[src/inc/sdp_pkg.sv]
// package for the sdram pin interface: commands, timing counts, carriers
// assumes a single 125 MHz ref_clk domain
package sdp_pkg;

    // command encoding on {row, column, write} strobes, active low
    localparam logic [2:0] CMD_NOP       = 3'h7;
    localparam logic [2:0] CMD_ACTIVE    = 3'h3;
    localparam logic [2:0] CMD_READ      = 3'h5;
    localparam logic [2:0] CMD_WRITE     = 3'h4;
    localparam logic [2:0] CMD_PRECHARGE = 3'h2;
    localparam logic [2:0] CMD_REFRESH   = 3'h1;
    localparam logic [2:0] CMD_MODE      = 3'h0;

    // timing in its own unit, then cycles at the ref clock rate
    localparam int CLK_PERIOD_PS    = 8000;
    localparam int INIT_WAIT_NS     = 200;
    localparam int INIT_WAIT_CYC    = (INIT_WAIT_NS * 1000 + CLK_PERIOD_PS - 1) / CLK_PERIOD_PS;
    localparam int INIT_REFRESHES   = 2;
    localparam int CMD_GAP_CYC      = 4;
    localparam int MEM_CLK_DIV      = 2;

    // pin levels after reset release
    localparam logic RST_STROBE_LVL = 1'h1;
    localparam logic RST_MASK_LVL   = 1'h1;
    localparam logic RST_CKE_LVL    = 1'h1;

    typedef enum logic [1:0] {
        REQ_READ,
        REQ_WRITE,
        REQ_REFRESH,
        REQ_SELF_REFRESH
    } sdp_req_e;

    // request from the core side
    typedef struct packed {
        sdp_req_e    kind;
        logic [12:0] row;
        logic        a10;
    } sdp_req_s;

    // registered command pins
    typedef struct packed {
        logic rowStrobeN;
        logic columnStrobeN;
        logic writeStrobeN;
        logic clockEnable;
        logic dataMask;
        logic a10;
        logic a10Drive;
    } sdp_pins_s;

endpackage

[src/rtl/sdp_clk_div.sv]
// memory clock divider: toggles the clock pin and issues an update enable
// assumes ref_clk domain, synchronous active-high reset
`timescale 1ns/10ps
module sdp_clk_div #(
    parameter int DIV = sdp_pkg::MEM_CLK_DIV
) (
    input  wire logic ref_clk,      // reference clock
    input  wire logic sys_rst,      // synchronous reset
    input  wire logic run,          // clock runs while high
    output logic      memClk,       // memory clock level
    output logic      fallEn        // pulse just before falling edge
);
    localparam int CW = $clog2(DIV) + 1;
    logic [CW-1:0] cnt_q;

    // half period counter; stops low when not running to save switching
    always_ff @(posedge ref_clk) begin
        if (sys_rst || !run) begin
            cnt_q  <= '0;
            memClk <= 1'b0;
        end else if (cnt_q == CW'(DIV/2 - 1) || DIV < 2) begin
            cnt_q  <= '0;
            memClk <= !memClk;
        end else begin
            cnt_q <= cnt_q + 1'b1;
        end
    end

    // pins update on the falling edge so the memory samples them stable at rise
    assign fallEn = run && memClk && (cnt_q == CW'(DIV/2 - 1) || DIV < 2);
endmodule

[src/rtl/sdp_ctrl.sv]
// sdram pin controller: init sequence, command strobes, mask, clock enable
// assumes requests from logic on ref_clk; no software-reachable registers
`timescale 1ns/10ps

// Function
// - strobes together encode each memory command
// - dedicated a10 driven only during accesses
// - refresh may overlap non-sdram accesses
// - mask high from reset until init done
// - mask low always after init
// - clock enable gates memory clock, self refresh
// - disable bit stops interface switching
module sdp_ctrl #(
    parameter int INIT_CYC = sdp_pkg::INIT_WAIT_CYC
) (
    input  wire logic             ref_clk,               // 125 MHz clock
    input  wire logic             sys_rst,               // synchronous reset
    input  wire logic             interface_disable_bit, // stop the interface
    input  wire logic             reqValid,              // request present
    input  wire sdp_pkg::sdp_req_s reqData,              // request content
    output logic                  reqReady,              // request accepted
    output logic                  initDone,              // init complete
    output logic                  row_strobe_out,        // row strobe, low active
    output logic                  column_strobe_out,     // column strobe, low active
    output logic                  write_strobe_out,      // write strobe, low active
    output logic                  mem_clock_enable_out,  // memory clock enable
    output logic                  data_mask_out,         // data mask
    output logic                  precharge_addr_bit_out,// dedicated a10 value
    output logic                  precharge_addr_bit_oe, // a10 pin driven
    output logic                  mem_clock_out          // memory clock
);
    typedef enum logic [2:0] {
        ST_WAIT, ST_PRE, ST_REF, ST_MODE, ST_IDLE, ST_GAP, ST_SELF
    } sdp_state_e;

    sdp_state_e        state_q;
    sdp_pkg::sdp_pins_s pins_q;
    logic [15:0]       cnt_q;
    logic [1:0]        refCnt_q;
    logic              fallEn;
    logic              memClk;

    sdp_clk_div #(.DIV(sdp_pkg::MEM_CLK_DIV)) u_div (
        .ref_clk (ref_clk),
        .sys_rst (sys_rst),
        .run     (!interface_disable_bit),
        .memClk  (memClk),
        .fallEn  (fallEn)
    );

    // command issued as one registered strobe pattern
    function automatic logic [2:0] cmdOf(input sdp_pkg::sdp_req_e k);
        case (k)
            sdp_pkg::REQ_READ:    cmdOf = sdp_pkg::CMD_READ;
            sdp_pkg::REQ_WRITE:   cmdOf = sdp_pkg::CMD_WRITE;
            default:              cmdOf = sdp_pkg::CMD_REFRESH;
        endcase
    endfunction

    assign reqReady = (state_q == ST_IDLE || state_q == ST_SELF) && fallEn;

    // sequencer: init, then single commands separated by a gap
    always_ff @(posedge ref_clk) begin
        if (sys_rst) begin
            state_q  <= ST_WAIT;
            cnt_q    <= '0;
            refCnt_q <= '0;
            pins_q   <= '{1'b1, 1'b1, 1'b1, 1'b1, 1'b1, 1'b1, 1'b0};
        end else if (fallEn) begin
            // defaults: nop, a10 pin released so shared address may use it
            {pins_q.rowStrobeN, pins_q.columnStrobeN, pins_q.writeStrobeN} <= sdp_pkg::CMD_NOP;
            pins_q.a10Drive <= 1'b0;
            case (state_q)
                ST_WAIT: begin
                    // one update slot lasts MEM_CLK_DIV reference cycles
                    if (cnt_q >= 16'(INIT_CYC / sdp_pkg::MEM_CLK_DIV)) begin
                        state_q <= ST_PRE;
                        {pins_q.rowStrobeN, pins_q.columnStrobeN, pins_q.writeStrobeN}
                            <= sdp_pkg::CMD_PRECHARGE;
                        pins_q.a10      <= 1'b1;  // all banks
                        pins_q.a10Drive <= 1'b1;
                        cnt_q           <= '0;
                    end else begin
                        cnt_q <= cnt_q + 16'h0001;
                    end
                end
                ST_PRE, ST_REF: begin
                    if (cnt_q == 16'(sdp_pkg::CMD_GAP_CYC)) begin
                        cnt_q <= '0;
                        if (refCnt_q == 2'(sdp_pkg::INIT_REFRESHES)) begin
                            state_q <= ST_MODE;
                            {pins_q.rowStrobeN, pins_q.columnStrobeN, pins_q.writeStrobeN}
                                <= sdp_pkg::CMD_MODE;
                            pins_q.a10Drive <= 1'b1;
                            pins_q.a10      <= 1'b0;
                        end else begin
                            state_q  <= ST_REF;
                            refCnt_q <= refCnt_q + 2'h1;
                            {pins_q.rowStrobeN, pins_q.columnStrobeN, pins_q.writeStrobeN}
                                <= sdp_pkg::CMD_REFRESH;
                        end
                    end else begin
                        cnt_q <= cnt_q + 16'h0001;
                    end
                end
                ST_MODE: begin
                    if (cnt_q == 16'(sdp_pkg::CMD_GAP_CYC)) begin
                        state_q         <= ST_IDLE;
                        pins_q.dataMask <= 1'b0;
                        cnt_q           <= '0;
                    end else begin
                        cnt_q <= cnt_q + 16'h0001;
                    end
                end
                ST_IDLE: begin
                    if (reqValid && reqData.kind == sdp_pkg::REQ_SELF_REFRESH) begin
                        // self refresh: refresh with clock enable dropped
                        {pins_q.rowStrobeN, pins_q.columnStrobeN, pins_q.writeStrobeN}
                            <= sdp_pkg::CMD_REFRESH;
                        pins_q.clockEnable <= 1'b0;
                        state_q            <= ST_SELF;
                    end else if (reqValid) begin
                        // refresh owns only the dedicated a10, so shared bus stays free
                        {pins_q.rowStrobeN, pins_q.columnStrobeN, pins_q.writeStrobeN}
                            <= cmdOf(reqData.kind);
                        pins_q.a10      <= reqData.a10;
                        pins_q.a10Drive <= 1'b1;
                        state_q         <= ST_GAP;
                        cnt_q           <= '0;
                    end
                end
                ST_GAP: begin
                    if (cnt_q == 16'(sdp_pkg::CMD_GAP_CYC)) begin
                        state_q <= ST_IDLE;
                    end else begin
                        cnt_q <= cnt_q + 16'h0001;
                    end
                end
                ST_SELF: begin
                    // any request wakes the memory by raising clock enable
                    if (reqValid) begin
                        pins_q.clockEnable <= 1'b1;
                        state_q            <= ST_GAP;
                        cnt_q              <= '0;
                    end
                end
                default: state_q <= ST_WAIT;
            endcase
        end
    end

    // outputs; with the interface disabled the divider halts and pins freeze
    assign initDone               = (state_q == ST_IDLE) || (state_q == ST_GAP)
                                    || (state_q == ST_SELF);
    assign row_strobe_out         = pins_q.rowStrobeN;
    assign column_strobe_out      = pins_q.columnStrobeN;
    assign write_strobe_out       = pins_q.writeStrobeN;
    assign mem_clock_enable_out   = pins_q.clockEnable;
    assign data_mask_out          = pins_q.dataMask;
    assign precharge_addr_bit_out = pins_q.a10;
    assign precharge_addr_bit_oe  = pins_q.a10Drive;
    assign mem_clock_out          = memClk;

    // mask stays high for the whole init phase
    mask_init_a: assert property (@(posedge ref_clk) disable iff (sys_rst)
        !initDone |-> data_mask_out) else $error("mask low before init done");

    // once low, mask never rises again
    mask_after_a: assert property (@(posedge ref_clk) disable iff (sys_rst)
        initDone |-> !data_mask_out) else $error("mask high after init");

    // pins only change on divider update enable
    pins_sync_a: assert property (@(posedge ref_clk) disable iff (sys_rst)
        !$past(fallEn) && !$past(sys_rst) |-> $stable(pins_q))
        else $error("pins changed off clock edge");

    // a10 driven only with a command other than nop
    a10_drive_a: assert property (@(posedge ref_clk) disable iff (sys_rst)
        precharge_addr_bit_oe |-> {row_strobe_out, column_strobe_out, write_strobe_out}
        != sdp_pkg::CMD_NOP) else $error("a10 driven without access");

    // clock toggles within a few cycles when enabled
    clk_run_a: assert property (@(posedge ref_clk) disable iff (sys_rst)
        !interface_disable_bit [*4]
        |-> (memClk != $past(memClk)) || ($past(memClk) != $past(memClk, 2)))
        else $error("memory clock not running");

    // disabled interface stops the clock
    clk_stop_a: assert property (@(posedge ref_clk) disable iff (sys_rst)
        interface_disable_bit |=> !mem_clock_out) else $error("clock runs while disabled");

    // clock enable stays low for as long as the sequencer is in self refresh
    cke_self_a: assert property (@(posedge ref_clk) disable iff (sys_rst)
        state_q == ST_SELF |-> !mem_clock_enable_out) else $error("cke high in self refresh");

    // accepted read issues read command next update
    read_cmd_a: assert property (@(posedge ref_clk) disable iff (sys_rst)
        reqReady && reqValid && state_q == ST_IDLE && reqData.kind == sdp_pkg::REQ_READ
        |=> {row_strobe_out, column_strobe_out, write_strobe_out} == sdp_pkg::CMD_READ)
        else $error("read command not encoded");
endmodule

[config.mk]
export PLATFORM = sky130hd
export DESIGN_NAME = sdp_ctrl
export DESIGN_NICKNAME = d
export VERILOG_FILES = /design/src/inc/sdp_pkg.sv /design/src/rtl/sdp_clk_div.sv /design/src/rtl/sdp_ctrl.sv
export SDC_FILE = /design/constraint.sdc
export NUM_CORES = 1
export LEC_CHECK = 0
export BUFFER_PORTS_ARGS = -buffer_cell sky130_fd_sc_hd__buf_2
export CAP_MARGIN = 20
export CORE_AREA = 2 2 81 83
export DETAILED_ROUTE_END_ITERATION = 6
export DIE_AREA = 0 0 83 85
export GPL_TIMING_DRIVEN = 0
export PLACE_DENSITY_LB_ADDON = 0.25
export RECOVER_POWER = 25
export SKIP_LAST_GASP = 1
export SYNTH_ARGS = -nofsm -noshare
export SYNTH_HDL_FRONTEND = slang
export SYNTH_HIERARCHICAL = 1
export SYNTH_SLANG_ARGS = --single-unit
export TNS_END_PERCENT = 5
[constraint.sdc]
create_clock -name ref_clk -period 2.86 [get_ports ref_clk]
set_input_delay 0.143 -clock ref_clk [delete_from_list [all_inputs] [get_ports ref_clk]]
set_output_delay 0.143 -clock ref_clk [all_outputs]
set_load 0.02 [all_outputs]
# Word level (Yosys, flattened, before mapping)
# Cells that the tools add are included.
# W data, S select, Z words.
# totals
ff_bits	31
inputBits	20
out_inout_bits	10
# op_classes
add_sub_neg	3
n_lt_le_gt_ge	1
eq_ne	19
n_mux	29
n_bitwise	1
reduce_logical	26
# op_table
cell	n
$mux W16	5
$pmux W16 S5	1
$mux W3	9
$add A16 B1 Y16 const B	1
$eq A16 B3 Y1 const B	1
$ge A16 B4 Y1 const B	1
$reduce_and A4 Y1	4
$pmux W3 S5	1
$ne A2 B2 Y1 const B	7
$mux W2	5
$eq A3 B3 Y1 const B	3
$pmux W3 S3	1
$reduce_and A7 Y1	1
$eq A3 B2 Y1 const B	2
$pmux W2 S3	1
$pmux W3 S2	1
$reduce_or A2 Y1	3
$reduce_bool A5 Y1	1
$add A2 B1 Y2 const B	2
$eq A2 B2 Y1 const B	2
$logic_and A1 B1 Y1	4
$logic_not A2 Y1	2
$logic_or A1 B1 Y1	4
$mux W1	4
11 further kinds	13

# Longest topological paths before layout
# Gate-level depths: netlist of the first run.
# logic_depth
word_depth	5
mapped_depth	10

# By module
# Netlist of the first run, hierarchy kept.
# modules_own_cells
mod	instances	cells_each	area_per_inst_um2
sdp_ctrl	1	205	1662.8
sdp_clk_div	1	13	143.9

# Least setup slack after synthesis of the first run
# Ideal clock, no wire load.
# synth_timing
path_kind	flip-flop to flip-flop
start	register cnt_q[11] (netlist name)
end	register cnt_q[10] (netlist name)
setup_ns	0.064
arrival_ns	2.104
t_required_ns	2.796
setup_slack_ns	0.692
path_stages_with_launch	7
period_less_slack_ns	2.168
path_cell_list	dfxtp_1 > or4_4 > or4_4 > a221oi_2 > o21bai_2 > buf_6 > nor2_1

==> results of run 1 <==
-- sequential cells by signal (all words and copies together), names as in the netlist --
signal / flops
row_strobe_out: 1
u_div/cnt_q: 2
cnt_q: 16
state_q: 3
precharge_addr_bit_out: 1
refCnt_q: 2
precharge_addr_bit_oe: 1
mem_clock_enable_out: 1
write_strobe_out: 1
column_strobe_out: 1
u_div/memClk: 1
data_mask_out: 1
-- critical path: cells and delay by family, from the launching register on --
kind,cells,cell delay [ns]
compound gates,3,0.91
fa+ha+maj,1,0.20
flops,1,0.31
buf+inv,3,0.63
simple gates,3,0.37
-- final timing paths --
path                                     start             end  slack (ns)  cells past startpoint
worst max-delay path            u_div/cnt_q[0]        cnt_q[8]        0.34                     10
worst min-delay path                   sys_rst      state_q[1]        0.14                      2
worst max register to register  u_div/cnt_q[0]        cnt_q[8]        0.34                     10
worst min register to register  u_div/cnt_q[0]  u_div/cnt_q[0]        0.42                      1
-- layout make-up --
cell class / instances / share of cell area
repair buffers: 16 / 0.03467
plain buffers: 10 / 0.02190
clock inverters: 1 / 0.002433
flip-flops and latches: 31 / 0.3017
multi-input cells: 168 / 0.5359
clock buffers: 6 / 0.04015
well taps: 77 / 0.04684
inverters: 9 / 0.01642
-- through the flow --
step	power, µW	hold WS, ns	util
after floorplan	477.2	0.2197	-
after global placement	494.8	0.4085	0.3196
after detailed placement	495.0	0.4109	0.3196
after CTS	843.8	0.1374	0.3337
after global routing	864.6	0.1500	0.3315
final	826.9	0.1395	0.3315
-- cells in the final DEF, fill, tap and decap left out, drive strengths merged, types with 3 or more instances in the layout --
| cell | Yosys | layout |
|---|---|---|
| a21boi | 3 | 3 |
| a21oi | 9 | 9 |
| a31oi | 3 | 3 |
| and2 | 4 | 4 |
| buf | 3 | 12 |
| clkbuf | 7 | 20 |
| dfxtp | 31 | 31 |
| ha | 5 | 5 |
| inv | 9 | 9 |
| mux2i | 3 | 3 |
| nand2 | 20 | 20 |
| nand3 | 9 | 9 |
| nand3b | 4 | 4 |
| nand4 | 4 | 4 |
| nor2 | 27 | 27 |
| nor2b | 3 | 3 |
| nor3 | 9 | 9 |
| nor4 | 6 | 6 |
| o21ai | 7 | 7 |
| or3b | 3 | 3 |
| or4 | 6 | 6 |
| xnor2 | 17 | 17 |
-- kinds of logic after synthesis --
logic type / Yosys count / synth area share
buffers and inverters: 19 / 0.04363
AND/OR/NAND/NOR: 108 / 0.3483
multiplexers: 3 / 0.01662
flip-flops: 31 / 0.3435
XOR/XNOR: 17 / 0.08241
adder cells (fa/ha/maj): 6 / 0.04017
AO/OA/AOI/OAI: 34 / 0.1253
-- power by group --
group          switching (µW)  total, µW  internal (µW)
sequential               2.76        438            435
clock                     154        343            188
combinational            29.1       45.9           16.8
total                     186        827            641
-- per-layer routing --
metal / share of wire / vias up
li1: - / 827
met4: 0.0070 / 0
met3: 0.036 / 4
met1: 0.53 / 704
met5: 0 / -
met2: 0.43 / 26
==> results.yml, run 1 <==
setup_path:
  worstPathMaxFanout: 10
  path_cells: "inv_1 -> ha_1 -> and3_2 -> clkbuf_1 -> nand3b_1 -> o221a_2 -> a21o_1 -> o21bai_2 -> buf_6 -> nor2_1"
  max_stage_delay_ns: 0.36
  worstPathRequired_ns: 3.03
  slowest_stage: "clkbuf_1"
  critical_path.startpoint_type: "flop"
  cp.arrival_ns: 2.69
  endpoint_kind: "flop"
  crit_type: "reg2reg"
clock_tree:
  clock-sinks: 31
  ctsHoldBuffers: 0
  numCtsBuffers: 5
  cts_max_path_buffers: 2
  clk_pin_slew_ns: 0.06
  post_cts_resized: 0
  clk_latency_ns: 0.28
  cts_max_level: 2
  cts_setup_buffers: 0
  tritoncts: "built"
  cts_root_buf: "clkbuf_8"
placement:
  dp_hpwl_um: 3021
  place_area_mm2: 0.001983
  pre_cts_slack_ns: 0.2855
  port-buffer-count: 16
  place.gp.congestion: 0.8188
  dpl.cell_count: 311
die:
  ioPinCount: 30
  start_util: 0.2912
  die_h_um: 85
  die_x_um: 83
  dieArea_mm2: 0.007055
  core.rowCount: 29
  core_area_mm2: 0.006205
sta:
  skew_ns: 0.006665
  max_slew_margin: 0.6670
  rsz0062_at_grt: "false"
  worstMarginPinSlew_ns: 0.4949
  setup-tns-final_ns: 0
  fin_crit_sh: 0.8816
  setup_slack_ns: 0.3386
  fmax_mhz: 396.6
  setup_viol: 0
  maxSlewViolCount: 0
  period_needed_ns: 2.521
  final_hold_viol_count: 0
global_route:
  grtUsageMet2: 0.1957
  antenna_found_initial: 0
  grt.total_usage: 0.1213
  met3_usage: 0.03307
  grt-busiest-layer: "met2"
  grt_pass1_vias: 1512
  grt_overflow: 0
  grt_pass1_wl_um: 7100
  grt_max_degree: 11
  grt_use_met1: 0.1611
pwr:
  power_density_mw_per_mm2: 402.0
  peakVddDrop_mv: 0.1989
  p_leak_uw: 0.0006855
drt:
  vias: 1561
  drtAntennaViolNets: 0
  drt_iter0_drc: 66
  drt_pre_antenna_iters: 4
  drc: 0
  viasPerCell: 4.909
  wl_um: 4001
  wl_per_cell_um: 12.58
logic_synthesis:
  seq_area_frac_synth: 0.3435
  synth-edff-count: 0
  synthArstFlopShare: 0
  yosys.area.top_type: "dfxtp_1"
  synth.most_common_cell: "dfxtp_1"
  synth_warnings: 6
  synth_cells: 218
  yosysTopAreaCellShare: 0.3435
  synthFlopType: "dfxtp_1"
  synth_area_leaders: "dfxtp_1, xnor2_1, nor2_1"
  syn_avg_cell_area_um2: 8.288
  synthesis.area_mm2: 0.001807
  synth_nets: 243
  synth_seq_cells: 31
  synth_commonest_cells: "dfxtp_1, nor2_1, nand2_1"
  synthDistinctLibCells: 47
hold_path:
  hold_path_class: "in2reg"
cells_and_area:
  final_cells: 318
  n_antenna_cell: 0
  fin_area_mm2: 0.002057
  syn2layout_area_growth_pct: 13.85
  layout.area.seq_um2: 620.6
  nFillCells: 684
  multi_input_area_mm2: 0.001102
  drive_gt1_frac: 0.1245
  layout.nets: 266
run_status:
  outcome: "finished, final reports clean"
flow_run:
  max-cap-violations: 0
Note: power is estimated with default switching activity, not from simulation.
==> run 2: changes to the inputs <==
Settings changed: PLACE_DENSITY from default to 0.49, PLACE_DENSITY_LB_ADDON 0.25 to default.
==> run 2 against run 1 <==
Net effect:
- clock power is 5.8% higher
- sequential cell count stayed put
- clock skew is 0.0039 ns higher
- critical endpoint is now cnt_q[5]
- die area stayed put
- via count is 0.13% lower
- count of clock-buffer cells in the layout stayed put
- sequential share of layout area stayed put
- final cell count stayed put
- maximum frequency is 0.27% higher
- core utilization stayed put
- non-clock buffer count stayed put
==> results.yml, run 2 (same netlist as run 1, synthesis figures left out) <==
drt:
  wl_met1_um: 2048
  wl_met2_um: 1818
  drc: 0
  wl_um: 4087
  wl_per_cell_um: 12.85
  wl_met3_um: 152
  vias: 1559
  top_layer_used: "met4"
  viasPerCell: 4.903
  drt_pre_antenna_iters: 4
  drtAntennaViolNets: 0
  drt_iter0_drc: 70
setup_path:
  worstPathMaxFanout: 10
  crit_type: "reg2reg"
  critical_path.startpoint_type: "flop"
  endpoint_kind: "flop"
  worstPathRequired_ns: 3.04
  cp.arrival_ns: 2.70
clock_tree:
  clk_latency_ns: 0.29
  post_cts_resized: 0
  cts_max_path_buffers: 2
  clock-sinks: 31
  ctsHoldBuffers: 0
  cts_setup_buffers: 0
  cts_root_buf: "clkbuf_8"
  cts_max_level: 2
  numCtsBuffers: 5
  clk_pin_slew_ns: 0.07
  tritoncts: "built"
placement:
  dp_hpwl_um: 2973
  place.gp.congestion: 0.9052
  port-buffer-count: 16
pwr:
  peakVddDrop_mv: 0.1973
  power_density_mw_per_mm2: 411.3
  p_leak_uw: 0.0006855
  switching_share: 0.2425
  comb_power_share: 0.054
  seqPwrFrac: 0.517
  clockPowerShare: 0.429
  power_switching_uw: 205.2
  internal-power_uw: 640.8
sta:
  fin_crit_sh: 0.8792
  fmax_mhz: 397.7
  setup-tns-final_ns: 0
  maxSlewViolCount: 0
  rsz0062_at_grt: "false"
  worstMarginPinSlew_ns: 0.5037
  setup_viol: 0
  final_hold_viol_count: 0
  period_needed_ns: 2.515
  skew_ns: 0.01055
  max_slew_margin: 0.6617
  hold_ws_ns: 0.09935
global_route:
  grt_pass1_vias: 1568
  antenna_found_initial: 0
  grt_overflow: 0
  grt.total_usage: 0.1268
  grt_pass1_wl_um: 7320
  grt_max_degree: 11
cells_and_area:
  layout.nets: 266
  final_cell_mix: "dfxtp_1, nor2_1, nand2_1, xnor2_1, clkbuf_1"
  layout_commonest_cell: "dfxtp_1"
  top_register: "cnt_q"
  top_regs: "cnt_q (16), state_q (3)"
  drive_gt1_frac: 0.1245
  largest_reg_flops: 16
  syn2layout_area_growth_pct: 13.85
  n_antenna_cell: 0
die:
  dieArea_mm2: 0.007055
  die_x_um: 83
  core_area_mm2: 0.006205
  die_h_um: 85
  core.rowCount: 29
  ioPinCount: 30
  start_util: 0.2912
hold_path:
  hold_path_class: "in2reg"
run_status:
  outcome: "finished, final reports clean"
flow_run:
  max-cap-violations: 0
==> run 2: stage by stage <==
| step | setup WS, ns | cells | utilization | total power (µW) | cell area, µm² |
|---|---|---|---|---|---|
| 6_report | 0.3455 | 318 | 0.3315 | 846.0 | 2057 |
| 3_5_place_dp | 0.2788 | 311 | 0.3196 | 494.7 | 1983 |
| 4_1_cts | 0.2753 | 318 | 0.3337 | 860.8 | 2071 |
| 2_1_floorplan | 0.6917 | 218 | - | 477.2 | 1807 |
| 5_1_grt | 0.1249 | 318 | 0.3315 | 888.1 | 2057 |
| 3_3_place_gp | 0.2572 | 311 | 0.3196 | 494.8 | 1983 |
==> run 2: metal layers <==
metal,global-route usage,up-vias
met3,0.04183,7
li1,-,822
met2,0.1987,21
met5,0,-
met1,0.1641,709
met4,0.04471,0
==> run 2: path summary, 6_finish.rpt <==
kind                                      from        endpoint  slack (ns)  cells after the start
worst min-delay path                   sys_rst      state_q[1]         0.1                      2
worst max-delay path            u_div/cnt_q[0]        cnt_q[5]        0.35                     10
worst min register to register  u_div/cnt_q[0]  u_div/cnt_q[0]        0.41                      1
worst max register to register  u_div/cnt_q[0]        cnt_q[5]        0.35                     10
==> run 2: final cells by class <==
type	count	area, µm²
multi-input combinational	168	1102
fill	673	4148
sequential	31	620.6
buffer	10	45.04
clock inverter	1	5.005
timing repair buffer	16	71.32
inverter	9	33.78
tap	77	96.34
clock buffer	6	82.58
==> run 2: critical path: stages (launching register included) <==
cell and delay (ns):
dfxtp_1 0.31, inv_1 0.07, ha_1 0.19, and3_2 0.20, clkbuf_1 0.36, nand3b_1 0.12
o221a_2 0.30, a21o_1 0.24, o21bai_2 0.37, buf_6 0.20, nor2_1 0.05
==> run 2: power by group through the flow <==
stage | Clock (µW) | Combinational (µW) | Sequential [µW]
after floorplan | 0 | 27.2 | 450
after global placement | 0 | 47.2 | 448
after detailed placement | 0 | 47.1 | 448
after CTS | 376 | 47.3 | 438
after global routing | 399 | 51.5 | 438
final | 363 | 45.5 | 438
==> run 3: changes to the inputs <==
Settings changed: CELL_PAD_IN_SITES_DETAIL_PLACEMENT from default to 0, CELL_PAD_IN_SITES_GLOBAL_PLACEMENT from default to 1, PLACE_DENSITY 0.49 to 0.61.
==> run 3 against run 2 <==
Net effect:
- worst setup slack got worse by 0.041 ns
- combinational power rose by 2%
- design area rose by 0.61%
- largest cell class unchanged
- critical path depth did not move
- sequential cell count did not move
- count of clock-buffer cells in the layout rose by 2
- non-clock buffer count did not move
- routed wire length rose by 5.3%
- largest power group unchanged
- clock skew rose by 0.0012 ns
- critical path type unchanged
==> results.yml, run 3 (same netlist as run 1, synthesis figures left out) <==
drt:
  viasPerCell: 4.878
  drt_pre_antenna_iters: 4
  drtAntennaViolNets: 0
  wl_um: 4305
  wl_per_cell_um: 13.50
  drt_iter0_drc: 85
  drc: 0
  vias: 1556
sta:
  fmax_mhz: 391.2
  hold_ws_ns: 0.1279
  final_hold_viol_count: 0
  skew_ns: 0.01170
  period_needed_ns: 2.556
  rsz0062_at_grt: "false"
  max_slew_margin: 0.6528
  setup_viol: 0
  maxSlewViolCount: 0
  fin_crit_sh: 0.8937
  worstMarginPinSlew_ns: 0.5169
  setup-tns-final_ns: 0
cells_and_area:
  final_cell_mix: "dfxtp_1, nor2_1, nand2_1, xnor2_1, clkbuf_1"
  top_register: "cnt_q"
  syn2layout_area_growth_pct: 14.54
  nFillCells: 675
  n_antenna_cell: 0
  top_regs: "cnt_q (16), state_q (3)"
  layout.nets: 266
  largest_reg_flops: 16
  drive_gt1_frac: 0.1240
  final_cells: 319
  layout_commonest_cell: "dfxtp_1"
die:
  die_x_um: 83
  dieArea_mm2: 0.007055
  ioPinCount: 30
  core.rowCount: 29
  die_h_um: 85
  core_area_mm2: 0.006205
  start_util: 0.2912
setup_path:
  cp.arrival_ns: 2.74
  endpoint_kind: "flop"
  critical_path.startpoint_type: "flop"
  worstPathMaxFanout: 10
  worstPathRequired_ns: 3.05
  r2r_cells: 10
  crit_type: "reg2reg"
hold_path:
  hold_path_class: "in2reg"
  min_path_cells: 2
clock_tree:
  ctsHoldBuffers: 0
  clk_latency_ns: 0.30
  clock-sinks: 31
  cts_max_path_buffers: 2
  numCtsBuffers: 5
  cts_max_level: 2
  tritoncts: "built"
  cts_root_buf: "clkbuf_8"
  clk_pin_slew_ns: 0.08
  post_cts_resized: 0
  cts_setup_buffers: 0
placement:
  dpl.cell_count: 311
  port-buffer-count: 16
  place.gp.congestion: 0.7991
  dp_hpwl_um: 3116
global_route:
  grt.total_usage: 0.1285
  grt_overflow: 0
  grt_pass1_vias: 1534
  grt_pass1_wl_um: 7272
  antenna_found_initial: 0
  grt_max_degree: 11
pwr:
  power_density_mw_per_mm2: 427.6
  peakVddDrop_mv: 0.1970
  p_leak_uw: 0.0006900
flow_run:
  max-cap-violations: 0
run_status:
  outcome: "finished, final reports clean"
[run 3: changes by cell type in the layout (fill, tap and decap cells not counted), sizes merged]
cell    before  now
clkbuf      20   22
clkinv       1    0
[run 3: path summary, 6_finish.rpt]
path	startpoint	to	slack, ns
min reg2reg	u_div/cnt_q[0]	u_div/cnt_q[0]	0.41
max reg2reg	u_div/cnt_q[0]	cnt_q[12]	0.30
max	u_div/cnt_q[0]	cnt_q[12]	0.30
min	sys_rst	state_q[1]	0.13
[run 3: critical path, stage by stage, from the launching register on]
cell,delay (ns)
dfxtp_1,0.31
inv_1,0.08
ha_1,0.19
and3_2,0.20
clkbuf_1,0.37
nand3b_1,0.12
o221a_2,0.31
a21o_1,0.25
o21bai_2,0.37
buf_6,0.20
nor2_1,0.05
[run 3: where the power goes]
group	switching [µW]	internal, µW	leakage (µW)	total, µW
clock network	181	220	0.0000515	401
registers	2.72	435	0.000250	438
logic	29.6	16.9	0.000388	46.4
total	213	672	0.000690	885
[run 3: per-layer routing]
| metal | track usage | vias up | share of wire | wire length (µm) |
|---|---|---|---|---|
| li1 | - | 817 | - | - |
| met1 | 0.1601 | 712 | 0.50 | 2131 |
| met2 | 0.2133 | 19 | 0.46 | 1979 |
| met3 | 0.03405 | 8 | 0.028 | 121 |
| met4 | 0.04918 | 0 | 0.017 | 72 |
| met5 | 0 | - | 0 | 0 |
[run 3: area by class of cell]
type                            count  area [µm²]  area share
Multi-Input combinational cell    168        1102      0.5327
Timing Repair Buffer               16       71.32     0.03446
Buffer                             10       45.04     0.02177
Clock buffer                        8       100.1     0.04837
Inverter                            9       33.78     0.01632
Sequential cell                    31       620.6      0.2999
Tap cell                           77       96.34     0.04655
[run 3: metrics by stage]
stage / cell area (µm²) / setup WS [ns] / total power [µW] / utilization
3_3_place_gp: 1983 / 0.2280 / 495.7 / 0.3196
4_1_cts: 2083 / 0.2418 / 894.6 / 0.3358
3_5_place_dp: 1983 / 0.2621 / 495.3 / 0.3196
5_1_grt: 2069 / 0.1152 / 916.0 / 0.3335
2_1_floorplan: 1807 / 0.6917 / 477.2 / -
6_report: 2069 / 0.3040 / 884.9 / 0.3335
